File: src/emi_pkg.sv
// package of constants and types for the external memory interface
package emi_pkg;
    // ==========================================
    // bus and strobe geometry
    localparam int EMI_DATA_W = 32;
    localparam int EMI_BYTES = 4;
    localparam int EMI_DLY_W = 5;
    localparam int EMI_NUM_DLY = 3;
    localparam int EMI_PH_W = 4;
    localparam int EMI_WR_BIT = 0;
    localparam int EMI_RF_BIT = 1;
    // ==========================================
    // timing: one interface period in system clocks
    localparam int EMI_CLK_NS = 100;
    localparam int EMI_TM_NS = 100;
    localparam int EMI_TM_CYC = (EMI_TM_NS + EMI_CLK_NS - 1) / EMI_CLK_NS;
    // halt latency
    localparam int EMI_HALT_US = 2500;
    localparam int EMI_HALT_CYC = EMI_HALT_US * 1000 / EMI_CLK_NS;
    // ==========================================
    // reset values of configuration
    localparam logic [3:0] EMI_PH_RST = 4'h1;
    localparam logic [4:0] EMI_DLY_RST = 5'h0;
    localparam logic [3:0] EMI_S1W_RST = 4'h2;
    // ==========================================
    // phase machine
    typedef enum logic [2:0] {
        EMI_IDLE = 3'b000,
        EMI_T1 = 3'b001,
        EMI_T2 = 3'b010,
        EMI_T3 = 3'b011,
        EMI_T4 = 3'b100,
        EMI_T5 = 3'b101,
        EMI_T6 = 3'b110,
        EMI_PRE = 3'b111
    } emi_state_t;
    typedef enum logic [1:0] {
        EMI_HS_FREE = 2'b00,
        EMI_HS_GRANT = 2'b01,
        EMI_HS_DROP = 2'b10
    } emi_hold_t;
endpackage : emi_pkg

File: src/emi_core.sv
// external memory interface cycle sequencer
// ==========================================
`timescale 1ns/10ps
module emi_core
    import emi_pkg::*;
#(
    parameter int HALT_CYC = EMI_HALT_CYC,
    parameter int CFG_CYC = 36
) (
    // clock and reset
    input wire logic sys_clk_i,
    input wire logic rst_i,
    // core request side
    input wire logic req_i,
    input wire logic req_write_i,
    input wire logic [EMI_BYTES-1:0] req_be_i,
    input wire logic [EMI_DATA_W-1:0] req_addr_i,
    input wire logic [EMI_DATA_W-1:0] req_wdata_i,
    input wire logic refresh_req_i,
    output logic req_done_o,
    output logic [EMI_DATA_W-1:0] rdata_o,
    // configuration
    input wire logic [EMI_PH_W-1:0] phase_len_i,
    input wire logic [EMI_PH_W-1:0] s1_width_i,
    input wire logic [EMI_NUM_DLY*EMI_DLY_W-1:0] strobe_dly_i,
    input wire logic late_write_i,
    output logic configured_o,
    output logic boot_o,
    output logic halted_o,
    // pins
    input wire logic halt_for_inspection_i,
    input wire logic mem_hold_request_i,
    input wire logic bus_hold_request_i,
    input wire logic config_select_input_i,
    input wire logic [EMI_DATA_W-1:0] addr_data_bus_i,
    output logic [EMI_DATA_W-1:0] addr_data_bus_o,
    output logic addr_data_bus_oe_o,
    output logic processor_clock_out_o,
    output logic read_strobe_n_o,
    output logic refresh_flag_n_o,
    output logic address_valid_strobe_n_o,
    output logic width_strobe_n_o,
    output logic [EMI_NUM_DLY-1:0] delayed_strobes_n_o,
    output logic [EMI_BYTES-1:0] byte_write_strobes_n_o,
    output logic bus_hold_grant_o
);
    // ==========================================
    // synchronisers
    logic [3:0] pin_s;
    logic [EMI_DATA_W-1:0] ad_s;
    emi_sync #(.W(4)) u_sync (
        .sys_clk_i(sys_clk_i),
        .rst_i(rst_i),
        .d_i({halt_for_inspection_i, mem_hold_request_i, bus_hold_request_i,
            config_select_input_i}),
        .q_o(pin_s)
    );
    emi_sync #(.W(EMI_DATA_W)) u_sync_ad (
        .sys_clk_i(sys_clk_i),
        .rst_i(rst_i),
        .d_i(addr_data_bus_i),
        .q_o(ad_s)
    );
    wire halt_s = pin_s[3];
    wire wait_s = pin_s[2];
    wire breq_s = pin_s[1];
    // ==========================================
    // interface period tick and processor clock
    logic tick_q;
    logic pclk_q;
    always_ff @(posedge sys_clk_i or posedge rst_i) begin
        if (rst_i) begin
            pclk_q <= 1'b0;
        end else if (tick_q) begin
            pclk_q <= ~pclk_q;
        end
    end
    clk_toggle_a: assert property (@(posedge sys_clk_i) disable iff (rst_i)
        tick_q |=> (pclk_q != $past(pclk_q)))
        else $error("processor clock did not toggle");
    generate
        if (EMI_TM_CYC > 1) begin : g_div
            logic [$clog2(EMI_TM_CYC)-1:0] div_q;
            always_ff @(posedge sys_clk_i or posedge rst_i) begin
                if (rst_i) begin
                    div_q <= '0;
                    tick_q <= 1'b0;
                end else begin
                    tick_q <= (div_q == ($clog2(EMI_TM_CYC))'(EMI_TM_CYC - 2));
                    div_q <= tick_q ? '0 : div_q + 1'b1;
                end
            end
        end else begin : g_nodiv
            always_ff @(posedge sys_clk_i or posedge rst_i) begin
                if (rst_i) begin
                    tick_q <= 1'b0;
                end else begin
                    tick_q <= 1'b1;
                end
            end
        end
    endgenerate
    // cycles start when clock is about to rise
    wire rise_next = tick_q && !pclk_q;
    // ==========================================
    // halt and boot sequencing
    logic [31:0] halt_cnt_q;
    logic [7:0] cfg_cnt_q;
    logic halt_seen_q;
    logic keep_cfg_q;
    wire halt_due = halt_s && (halt_cnt_q == 32'(HALT_CYC - 1));
    always_ff @(posedge sys_clk_i or posedge rst_i) begin
        if (rst_i) begin
            halt_cnt_q <= '0;
            halted_o <= 1'b0;
        end else begin
            halt_cnt_q <= halt_s && !halt_due ? halt_cnt_q + 1'b1 : '0;
            if (halt_due) begin
                halted_o <= 1'b1;
            end else if (!halt_s && configured_o) begin
                halted_o <= 1'b0;
            end
        end
    end
    // ==========================================
    // configuration after reset release
    logic [EMI_PH_W-1:0] ph_len_q;
    logic [EMI_PH_W-1:0] s1w_q;
    logic [EMI_NUM_DLY*EMI_DLY_W-1:0] dly_q;
    logic late_q;
    always_ff @(posedge sys_clk_i or posedge rst_i) begin
        if (rst_i) begin
            cfg_cnt_q <= '0;
            configured_o <= 1'b0;
            boot_o <= 1'b0;
            halt_seen_q <= 1'b0;
            keep_cfg_q <= 1'b0;
        end else begin
            if (cfg_cnt_q == 8'h02) begin
                halt_seen_q <= 1'b1;
                keep_cfg_q <= halt_s;
            end
            if (!configured_o && halt_seen_q) begin
                if (keep_cfg_q || cfg_cnt_q == 8'(CFG_CYC)) begin
                    configured_o <= 1'b1;
                end
            end
            if (cfg_cnt_q != 8'hFF) begin
                cfg_cnt_q <= cfg_cnt_q + 1'b1;
            end
            boot_o <= configured_o && !halt_s;
        end
    end
    // settings carry no reset so a halt-held reset keeps them
    wire cfg_load = !configured_o && halt_seen_q && !keep_cfg_q && cfg_cnt_q == 8'(CFG_CYC);
    always_ff @(posedge sys_clk_i) begin
        if (cfg_load) begin
            ph_len_q <= (phase_len_i == '0) ? EMI_PH_RST : phase_len_i;
            s1w_q <= s1_width_i;
            dly_q <= strobe_dly_i;
            late_q <= late_write_i ^ pin_s[0];
        end
    end
    // ==========================================
    // phase machine and hold arbitration
    emi_state_t st_q;
    emi_hold_t hs_q;
    logic [EMI_PH_W-1:0] ph_cnt_q;
    logic [5:0] t2_cnt_q;
    logic wr_q;
    logic rf_q;
    logic alt_q;
    logic rel_q;
    logic [EMI_DATA_W-1:0] addr_q;
    logic [EMI_DATA_W-1:0] wdata_q;
    logic [EMI_BYTES-1:0] be_q;
    wire ph_end = tick_q && (ph_cnt_q == ph_len_q - 1'b1);
    wire busy = (st_q != EMI_IDLE);
    wire go = rise_next && !busy && hs_q == EMI_HS_FREE && !halted_o && configured_o;
    wire start_rf = go && refresh_req_i;
    wire start_rw = go && !refresh_req_i && req_i && boot_o && !breq_s;
    wire grant_now = rise_next && !busy && hs_q == EMI_HS_FREE && breq_s
        && !refresh_req_i;
    always_ff @(posedge sys_clk_i or posedge rst_i) begin
        if (rst_i) begin
            st_q <= EMI_IDLE;
            ph_cnt_q <= '0;
            t2_cnt_q <= '0;
            wr_q <= 1'b0;
            rf_q <= 1'b0;
            addr_q <= '0;
            wdata_q <= '0;
            be_q <= '0;
            req_done_o <= 1'b0;
            rdata_o <= '0;
        end else begin
            req_done_o <= 1'b0;
            if (tick_q) begin
                ph_cnt_q <= ph_end ? '0 : ph_cnt_q + 1'b1;
            end
            if (st_q == EMI_T1 || (st_q >= EMI_T2 && st_q <= EMI_T5 && tick_q)) begin
                t2_cnt_q <= (st_q == EMI_T1) ? 6'h00 : t2_cnt_q + (t2_cnt_q != 6'h3F);
            end
            case (st_q)
                EMI_IDLE: begin
                    if (start_rf) begin
                        st_q <= EMI_PRE;
                        rf_q <= 1'b1;
                        wr_q <= 1'b0;
                        be_q <= '0;
                        addr_q <= req_addr_i;
                    end else if (start_rw) begin
                        st_q <= EMI_T1;
                        ph_cnt_q <= '0;
                        rf_q <= 1'b0;
                        wr_q <= req_write_i;
                        be_q <= req_write_i ? req_be_i : '0;
                        addr_q <= req_addr_i;
                        wdata_q <= req_wdata_i;
                    end
                end
                EMI_PRE: begin
                    if (rise_next) begin
                        st_q <= EMI_T1;
                        ph_cnt_q <= '0;
                    end
                end
                EMI_T4: begin
                    if (ph_end && !wait_s) begin
                        st_q <= EMI_T5;
                    end else if (ph_end) begin
                        ph_cnt_q <= ph_len_q - 1'b1;
                    end
                end
                EMI_T6: begin
                    if (ph_end) begin
                        st_q <= EMI_IDLE;
                        req_done_o <= !rf_q;
                    end
                end
                default: begin
                    if (ph_end) begin
                        st_q <= emi_state_t'(st_q + 3'h1);
                    end
                end
            endcase
            if (st_q == EMI_T5 && ph_end && !wr_q && !rf_q) begin
                rdata_o <= ad_s;
            end
        end
    end
    // ==========================================
    // bus hold grant
    always_ff @(posedge sys_clk_i or posedge rst_i) begin
        if (rst_i) begin
            hs_q <= EMI_HS_FREE;
            alt_q <= 1'b0;
            rel_q <= 1'b0;
            bus_hold_grant_o <= 1'b0;
        end else begin
            case (hs_q)
                EMI_HS_FREE: begin
                    if (grant_now) begin
                        hs_q <= EMI_HS_GRANT;
                        alt_q <= 1'b0;
                    end
                end
                EMI_HS_GRANT: begin
                    if (tick_q) begin
                        bus_hold_grant_o <= bus_hold_grant_o || !addr_data_bus_oe_o;
                        alt_q <= ~alt_q;
                        if (alt_q && !breq_s && bus_hold_grant_o) begin
                            hs_q <= EMI_HS_DROP;
                            rel_q <= 1'b0;
                        end
                    end
                end
                EMI_HS_DROP: begin
                    if (tick_q) begin
                        rel_q <= 1'b1;
                        if (rel_q) begin
                            bus_hold_grant_o <= 1'b0;
                            hs_q <= EMI_HS_FREE;
                        end
                    end
                end
                default: begin
                    hs_q <= EMI_HS_FREE;
                end
            endcase
        end
    end
    grant_float_a: assert property (@(posedge sys_clk_i) disable iff (rst_i)
        $rose(bus_hold_grant_o) |-> !addr_data_bus_oe_o && !$past(addr_data_bus_oe_o))
        else $error("grant raised before bus released");
    // ==========================================
    // strobe decode
    function automatic logic in_rng(emi_state_t s, emi_state_t lo, emi_state_t hi);
        return (s >= lo) && (s <= hi) && (s != EMI_PRE) && (s != EMI_IDLE);
    endfunction : in_rng
    wire rd_d = in_rng(st_q, EMI_T4, EMI_T5) && !wr_q && !rf_q;
    wire s0_d = in_rng(st_q, EMI_T2, EMI_T5);
    wire s1_d = s0_d && (t2_cnt_q < {2'b00, s1w_q});
    wire rf_d = rf_q && (busy);
    wire wr_win = late_q ? (st_q == EMI_T5) : in_rng(st_q, EMI_T3, EMI_T5);
    wire data_ph = in_rng(st_q, EMI_T3, EMI_T5);
    wire [EMI_DATA_W-1:0] flag_word = {addr_q[EMI_DATA_W-1:2], ~rf_q, ~wr_q};
    wire [EMI_DATA_W-1:0] ad_d = (data_ph && wr_q) ? wdata_q : flag_word;
    wire ad_oe_d = (hs_q == EMI_HS_FREE) && !(data_ph && !wr_q);
    logic [EMI_NUM_DLY-1:0] dly_d;
    genvar gi;
    generate
        for (gi = 0; gi < EMI_NUM_DLY; gi++) begin : g_dly
            assign dly_d[gi] = s0_d
                && (t2_cnt_q >= {1'b0, dly_q[gi*EMI_DLY_W +: EMI_DLY_W]});
        end
    endgenerate
    // ==========================================
    // registered pin outputs
    always_ff @(posedge sys_clk_i or posedge rst_i) begin
        if (rst_i) begin
            processor_clock_out_o <= 1'b0;
            read_strobe_n_o <= 1'b1;
            refresh_flag_n_o <= 1'b1;
            address_valid_strobe_n_o <= 1'b1;
            width_strobe_n_o <= 1'b1;
            delayed_strobes_n_o <= '1;
            byte_write_strobes_n_o <= '1;
            addr_data_bus_o <= '0;
            addr_data_bus_oe_o <= 1'b0;
        end else begin
            processor_clock_out_o <= pclk_q;
            read_strobe_n_o <= ~rd_d;
            refresh_flag_n_o <= ~rf_d;
            address_valid_strobe_n_o <= ~s0_d;
            width_strobe_n_o <= ~s1_d;
            delayed_strobes_n_o <= ~dly_d;
            byte_write_strobes_n_o <= ~(be_q & {EMI_BYTES{wr_q && wr_win}});
            addr_data_bus_o <= ad_d;
            addr_data_bus_oe_o <= ad_oe_d;
        end
    end
    // ==========================================
    // checks on pin timing
    rd_win_a: assert property (@(posedge sys_clk_i) disable iff (rst_i)
        (st_q == EMI_T4 && !wr_q && !rf_q) |=> !read_strobe_n_o)
        else $error("read strobe not low in T4");
    rd_refresh_a: assert property (@(posedge sys_clk_i) disable iff (rst_i)
        rf_q |=> read_strobe_n_o)
        else $error("read strobe low in refresh");
    addr_strobe_a: assert property (@(posedge sys_clk_i) disable iff (rst_i)
        (st_q >= EMI_T2 && st_q <= EMI_T5) |=> !address_valid_strobe_n_o)
        else $error("address strobe not low in T2 to T5");
    refresh_flag_a: assert property (@(posedge sys_clk_i) disable iff (rst_i)
        busy |=> (refresh_flag_n_o == !$past(rf_q)))
        else $error("refresh flag wrong during cycle");
    wait_hold_a: assert property (@(posedge sys_clk_i) disable iff (rst_i)
        (st_q == EMI_T4 && ph_end && wait_s) |=> (st_q == EMI_T4))
        else $error("left T4 while wait high");
    byte_lane_a: assert property (@(posedge sys_clk_i) disable iff (rst_i)
        1'b1 |=> ((~byte_write_strobes_n_o & ~$past(be_q)) == '0))
        else $error("write strobe on unselected byte");
endmodule : emi_core

File: src/emi_sync.sv
// two flip-flop synchroniser for pin inputs
`timescale 1ns/10ps
module emi_sync #(
    parameter int W = 1
) (
    // clock and reset
    input wire logic sys_clk_i,
    input wire logic rst_i,
    // data
    input wire logic [W-1:0] d_i,
    output logic [W-1:0] q_o
);
    logic [W-1:0] meta_q;
    always_ff @(posedge sys_clk_i or posedge rst_i) begin
        if (rst_i) begin
            meta_q <= '0;
            q_o <= '0;
        end else begin
            meta_q <= d_i;
            q_o <= meta_q;
        end
    end
endmodule : emi_sync

File: config.mk
export PLATFORM = sky130hd
export DESIGN_NAME = emi_core
export DESIGN_NICKNAME = d
export VERILOG_FILES = /design/src/emi_pkg.sv /design/src/emi_core.sv /design/src/emi_sync.sv
export SDC_FILE = /design/constraint.sdc
export NUM_CORES = 1
export LEC_CHECK = 0
export BUFFER_PORTS_ARGS = -buffer_cell sky130_fd_sc_hd__buf_4
export CAP_MARGIN = 20
export CORE_ASPECT_RATIO = 0.7
export CORE_MARGIN = 2
export CORE_UTILIZATION = 50
export CTS_CLUSTER_DIAMETER = 80
export CTS_CLUSTER_SIZE = 28
export DETAILED_ROUTE_END_ITERATION = 8
export PLACE_DENSITY = 0.7
export SYNTH_ARGS = -nofsm -noshare
export SYNTH_HDL_FRONTEND = slang
export SYNTH_HIERARCHICAL = 1
export SYNTH_SLANG_ARGS = --single-unit
File: constraint.sdc
create_clock -name sys_clk_i -period 10.1 [get_ports sys_clk_i]
set_input_delay 2.02 -clock sys_clk_i [delete_from_list [all_inputs] [get_ports sys_clk_i]]
set_output_delay 2.02 -clock sys_clk_i [all_outputs]
set_load 0.05 [all_outputs]
==> results by group, run 1 <==
Critical path
  – Max Fanout on Critical Path: 24
  – Setup crit start kind: input pin
  – Worst EP arrival: 4.27 ns
  – Setup CP Type: input pin to flip-flop
  – Critical path capture point type: flip-flop
  – WP data required: 10.46 ns
  – R2r setup slk: 6.58 ns

Logic synthesis
  – Top-area cell type share of the netlist area: 56.5%
  – Share of async-settable or async-resettable flops after synthesis: 92.2%
  – Mapped cell area: 0.0120 mm²
  – EDFF count, synth: 24
  – Cells after Synth: 938
  – Top post-synthesis cells by area: dfrtp_1 57%, mux2_2 8.6%, edfxtp_1 6.0%, nand2_1 4.0%, ha_1 3.3%
  – Post-Syn Nets: 1103
  – Most used DFF post-synth: dfrtp_1
  – Ys Warns: 6
  – Syn Area/Cell: 12.8 µm²
  – Distinct cells, synth: 62
  – Largest area contributor in the netlist: dfrtp_1
  – Register area share after synthesis: 64.9%
  – Number of synthesized register bits: 307

Cells and area
  – Commonest non-fill, non-tap cell in the layout: dfrtp_1
  – Area growth syn-to-layout: 19.9%
  – Fin nets: 1309
  – Commonest cells after routing, fill and taps aside: 272 x dfrtp_1, 220 x buf_4, 128 x nand2_1
  – # diodes: 0
  – Share of cells above drive strength 1: 31.0%

Pwr
  – Max VDD drop: 0.193 mV
  – Comb power frac: 29.3%
  – Sequential fraction of design power: 49.3%
  – Cell Pwr Density: 219 mW/mm²
  – Sw Share: 33.6%
  – Internal power: 2.09 mW
  – Static leakage: 7.00 nW
  – Net switching power: 1.06 mW
  – PnR Total Power: 3.16 mW
  – Clk pwr share: 21.4%

STA
  – Final setup fails: 0
  – Worst Clk Skew: 0.0234 ns
  – Max Freq: 256 MHz
  – Post-route setup TNS: 0 ns
  – Worst slew pin tran: 1.11 ns
  – Tmin final: 3.90 ns
  – Final Hold Fails: 0
  – Unrepaired setup endpoints after global routing: no
  – Final worst-path cycle share: 38.7%
  – Final Max Slew Viols: 0
  – Max-slew headroom: 25.1%

Clocking
  – Hold buffer count at cts: 0
  – Postcts setup bufs: 0
  – CTS Root Cell: clkbuf_16
  – Max clock buf depth: 3
  – Post_cts resized: 0
  – Clock H-tree levels: 1
  – Clk sinks: 307
  – Clk slew on worst S/H paths: 0.11 ns
  – CTS Buf Count: 15
  – CTS tree: done
  – Skew-Pair Late Insertion Delay: 0.50 ns

Job
  – Max Cap Violations: 0

Floorplanning
  – Die Area: 0.0254 mm²
  – Core area: 0.0236 mm²
  – Initial Util: 50.9%
  – Die H: 134 µm
  – Row count: 47
  – DIE WIDTH: 189 µm
  – Ports: 215

Placed design
  – I/O Buffers: 212
  – DP HPWL: 15900 µm
  – Placer Congestion: 0.806

Global route
  – Largest net degree at the start of global routing: 139
  – Vias in the first global route: 7540
  – Tot GR Track Use: 19.0%
  – Initial antenna violation count: 0
  – Global-route wire length before repair: 38800 µm
  – Gr ovfl total: 0

Route
  – Detailed-route via count: 7395
  – Antenna-violating nets left: 0
  – 1st-iter DRT viols: 351
  – Vias per Instance: 5.04
  – First drt pass iteration count: 4
  – Post-DR wirelength/cell: 15.9 µm
  – DRC: 0
  – Routed WL: 23300 µm

Worst hold path
  – Hold Path Class: flip-flop to flip-flop

Run status
  – Status: finished, final reports clean
==> layout make-up <==
type                            instances  area (µm²)
Sequential cell                       307        7820
Tap cell                              318         398
Timing Repair Buffer                  221        1680
Fill cell                            1931        9200
Clock inverter                          3        43.8
Multi-Input combinational cell        563        3960
Clock buffer                           20         404
Inverter                               36         143
==> worst max-delay path: stages <==
cell	delay (ns)
buf_4	0.13
nand4bb_1	0.23
nand4b_1	0.77
buf_4	0.51
a22oi_1	0.32
a41o_1	0.19
o22ai_1	0.10
==> sequential cells by signal, summed over array words and instances, names as in the netlist, 6 cells and up <==
register,flops
t2_cnt_q,6
wdata_q,32
u_sync_ad/meta_q,32
addr_data_bus_o,32
rdata_o,32
addr_q,30
halt_cnt_q,32
u_sync_ad/q_o,32
cfg_cnt_q,8
dly_q,15
==> synth_stat cells (7+ instances only) <==
| library cell | number |
|---|---|
| nand4_1 | 12 |
| inv_1 | 36 |
| nor2b_1 | 8 |
| ha_1 | 32 |
| clkbuf_1 | 15 |
| mux2_2 | 92 |
| buf_2 | 10 |
| edfxtp_1 | 24 |
| nor3_1 | 16 |
| nand3_1 | 35 |
| xnor2_1 | 16 |
| a21oi_1 | 19 |
| nor4_1 | 8 |
| nand2_1 | 128 |
| xor2_1 | 25 |
| nand2b_1 | 13 |
| dfstp_2 | 11 |
| nor2_1 | 56 |
| dfrtp_1 | 272 |
| o21ai_0 | 27 |
| and3_1 | 7 |
==> power groups by stage <==
| stage | combinational [mW] | sequential (mW) | clock, mW |
|---|---|---|---|
| floorplan | 0.412 | 1.81 | 0 |
| global placement | 0.910 | 1.58 | 0 |
| detailed placement | 0.929 | 1.58 | 0 |
| CTS | 0.932 | 1.56 | 0.703 |
| global route | 1.00 | 1.58 | 0.752 |
| finish | 0.923 | 1.56 | 0.676 |
==> worst paths after layout <==
| path | start | endpoint | cells after the start |
|---|---|---|---|
| setup reg to reg | st_q[1] | ph_cnt_q[2] | 8 |
| hold / removal | u_sync_ad/meta_q[18] | u_sync_ad/q_o[18] | 0 |
| hold reg to reg | u_sync_ad/meta_q[18] | u_sync_ad/q_o[18] | 0 |
| min in group asynchronous | rst_i | u_sync/meta_q[0] | 2 |
| max in group asynchronous | rst_i | addr_q[17] | 3 |
| setup / recovery | refresh_req_i | ph_cnt_q[2] | 7 |
==> cell families after synthesis <==
group           count (synthesis)  synth area share, %
flops                         307                 64.9
buf+inv                        68                 2.47
other cells                     1               0.0311
mux                            99                 9.22
compound gates                 77                 3.97
simple gates                  312                 12.9
xor+xnor                       42                 3.17
fa+ha+maj                      32                 3.32
==> stage by stage <==
stage	instances	worst slack (ns)	util, %	hold WS, ns	instance area (µm²)
CTS	1468	6.22	61.1	0.328	14400
finish	1468	6.20	61.1	0.327	14400
global route	1468	6.05	61.1	0.326	14400
detailed placement	1445	5.69	59.2	0.335	14000
global placement	1444	5.77	59.1	0.331	14000
floorplan	938	2.33	-	0.331	12000
==> metal layers <==
| metal | track usage (%) | vias to the layer above | wire, µm |
|---|---|---|---|
| li1 | - | 3598 | - |
| met1 | 28.2 | 3602 | 10900 |
| met2 | 28.7 | 165 | 10500 |
| met3 | 4.11 | 30 | 1510 |
| met4 | 4.57 | 0 | 440 |
| met5 | 0 | - | 0 |
No activity file was read; power rests on OpenSTA's default activity.
==> run 2: changes to the inputs <==
==> constraint.sdc (replaced) <==
create_clock -name sys_clk_i -period 3.85 [get_ports sys_clk_i]
set_input_delay 0.77 -clock sys_clk_i [delete_from_list [all_inputs] [get_ports sys_clk_i]]
set_output_delay 0.77 -clock sys_clk_i [all_outputs]
set_load 0.05 [all_outputs]
==> results by group, run 2 (synthesized netlist as in run 1, its figures left out) <==
Cells and area
  – Multi-input gate area: 0.00396 mm² (+0.22%)
  – Fin nets: 1316 (+0.53%)
  – Sequential cell area: 0.00782 mm² (unchanged)
  – Commonest cells after routing, fill and taps aside: 272 x dfrtp_1, 225 x buf_4, 128 x nand2_1
  – Area growth syn-to-layout: 20.2%
  – Commonest non-fill, non-tap cell in the layout: dfrtp_1
  – # diodes: 0 (unchanged)
  – Post-route cell area: 0.0145 mm² (+0.27%)
  – Fin util: 61.2% (+0.16 points)
  – Fillers: 1890 (-2.1%)
  – Share of cells above drive strength 1: 31.4% (+0.39 points)

STA
  – Worst slew pin tran: 0.672 ns (-0.441 ns)
  – Final worst setup slack: 1.17 ns (-5.02 ns)
  – Max-slew headroom: 55.1% (+30 points)
  – Final Max Slew Viols: 0 (unchanged)
  – Final Hold Fails: 0 (unchanged)
  – Post-route setup TNS: 0 ns (unchanged)
  – Hold Slack: 0.218 ns (-0.109 ns)
  – Final worst-path cycle share: 69.6%
  – Unrepaired setup endpoints after global routing: no
  – Worst Clk Skew: 0.0179 ns (-0.00541 ns)
  – Tmin final: 2.68 ns
  – Final setup fails: 0 (unchanged)
  – Max Freq: 373 MHz

Floorplanning
  – Ports: 215 (unchanged)
  – Core area: 0.0236 mm² (unchanged)
  – DIE WIDTH: 189 µm (unchanged)
  – Die H: 134 µm (unchanged)
  – Row count: 47 (unchanged)
  – Initial Util: 50.9% (unchanged)
  – Die Area: 0.0254 mm² (unchanged)

Global route
  – Tot GR Track Use: 19.0% (about the same)
  – Vias in the first global route: 7551 (+0.15%)
  – Gr ovfl total: 0 (unchanged)
  – Global-route wire length before repair: 38800 µm (about the same)
  – Largest net degree at the start of global routing: 115 (-17%)
  – Initial antenna violation count: 0 (unchanged)

Critical path
  – Critical path capture point type: flip-flop
  – Setup CP Type: flip-flop to flip-flop
  – WP data required: 4.23 ns (-6.23 ns)
  – R2r setup slk: 1.17 ns (-5.41 ns)
  – Reg2Reg Launch Point: st_q[1]
  – R2R cell count: 7 (-1)
  – Max Fanout on Critical Path: 32 (+33%)
  – Worst EP arrival: 3.06 ns (-1.21 ns)
  – Critical path origin: st_q[1]
  – R2r endpoint: addr_data_bus_o[14]
  – Setup crit start kind: flip-flop

Clocking
  – Clk slew on worst S/H paths: 0.10 ns (about the same)
  – Max clock buf depth: 3 (unchanged)
  – Postcts setup bufs: 0 (unchanged)
  – Skew-Pair Late Insertion Delay: 0.50 ns (about the same)
  – CTS tree: done
  – Clock H-tree levels: 1 (unchanged)
  – CTS Buf Count: 15 (unchanged)
  – Post_cts resized: 0 (unchanged)
  – Clk sinks: 307 (unchanged)
  – CTS Root Cell: clkbuf_16
  – Hold buffer count at cts: 0 (unchanged)

Route
  – Routed WL: 23400 µm (+0.17%)
  – DRC: 0 (unchanged)
  – First drt pass iteration count: 5 (+1)
  – Antenna-violating nets left: 0 (unchanged)
  – Vias per Instance: 5.12 (+1.6%)
  – Post-DR wirelength/cell: 15.9 µm (-0.17%)
  – 1st-iter DRT viols: 500 (+42%)
  – Detailed-route via count: 7537 (+1.9%)

Placed design
  – Placer Congestion: 0.831 (+3.2%)
  – Dpl ws: 1.19 ns (-4.51 ns)
  – I/O Buffers: 212 (unchanged)
  – Dpl cell area: 0.0140 mm² (+0.39%)
  – DP HPWL: 16500 µm (+4.1%)

Pwr
  – Max VDD drop: 0.343 mV (+78%)
  – Cell Pwr Density: 569 mW/mm² (+160%)
  – Static leakage: 7.03 nW (+0.42%)

Job
  – Max Cap Violations: 0 (unchanged)

Run status
  – Status: finished, final reports clean

Worst hold path
  – Hold Path Class: input pin to async pin
[run 2: worst max-delay path, cell delays in order, from the launching register on]
cell      delay (ns)
dfrtp_1         0.49
inv_1           0.15
ha_1            0.34
nor2b_1         0.42
nor2_1          0.17
o211ai_1        0.14
buf_4           0.44
mux2_2          0.39
[run 2: worst max path at each step]
stage	end	slack [ns]
2_1_floorplan	addr_data_bus_o[0]	0.35
3_3_place_gp	addr_data_bus_o[10]	1.23
3_5_place_dp	addr_data_bus_o[2]	1.19
4_1_cts	addr_data_bus_o[29]	1.16
5_1_grt	addr_data_bus_o[2]	0.97
6_report	addr_data_bus_o[14]	1.17
[run 2: layout make-up]
| type | instances | area share [%] |
|---|---|---|
| flip-flops and latches | 307 | 54.0 |
| inverters | 36 | 0.959 |
| clock buffers | 18 | 2.67 |
| repair buffers | 228 | 12.0 |
| multi-input cells | 563 | 27.4 |
| clock inverters | 3 | 0.277 |
| well taps | 318 | 2.75 |
[run 2: metal layers]
layer / part of all wire, % / global-route usage [%] / vias to the layer above
li1: - / - / 3606
met1: 47 / 28.8 / 3728
met2: 46 / 29.4 / 181
met3: 5.7 / 3.35 / 22
met4: 1.3 / 3.32 / 0
met5: 0 / 0 / -
[run 2: power breakdown]
group	internal (mW)	switching [mW]
sequential	3.77	0.320
combinational	0.965	1.45
clock	0.745	0.982
[run 2: per-stage QoR]
step | instances | power [mW]
6_report | 1473 | 8.23
5_1_grt | 1473 | 8.69
4_1_cts | 1472 | 8.34
3_5_place_dp | 1451 | 6.59
3_3_place_gp | 1451 | 6.53
2_1_floorplan | 938 | 5.82
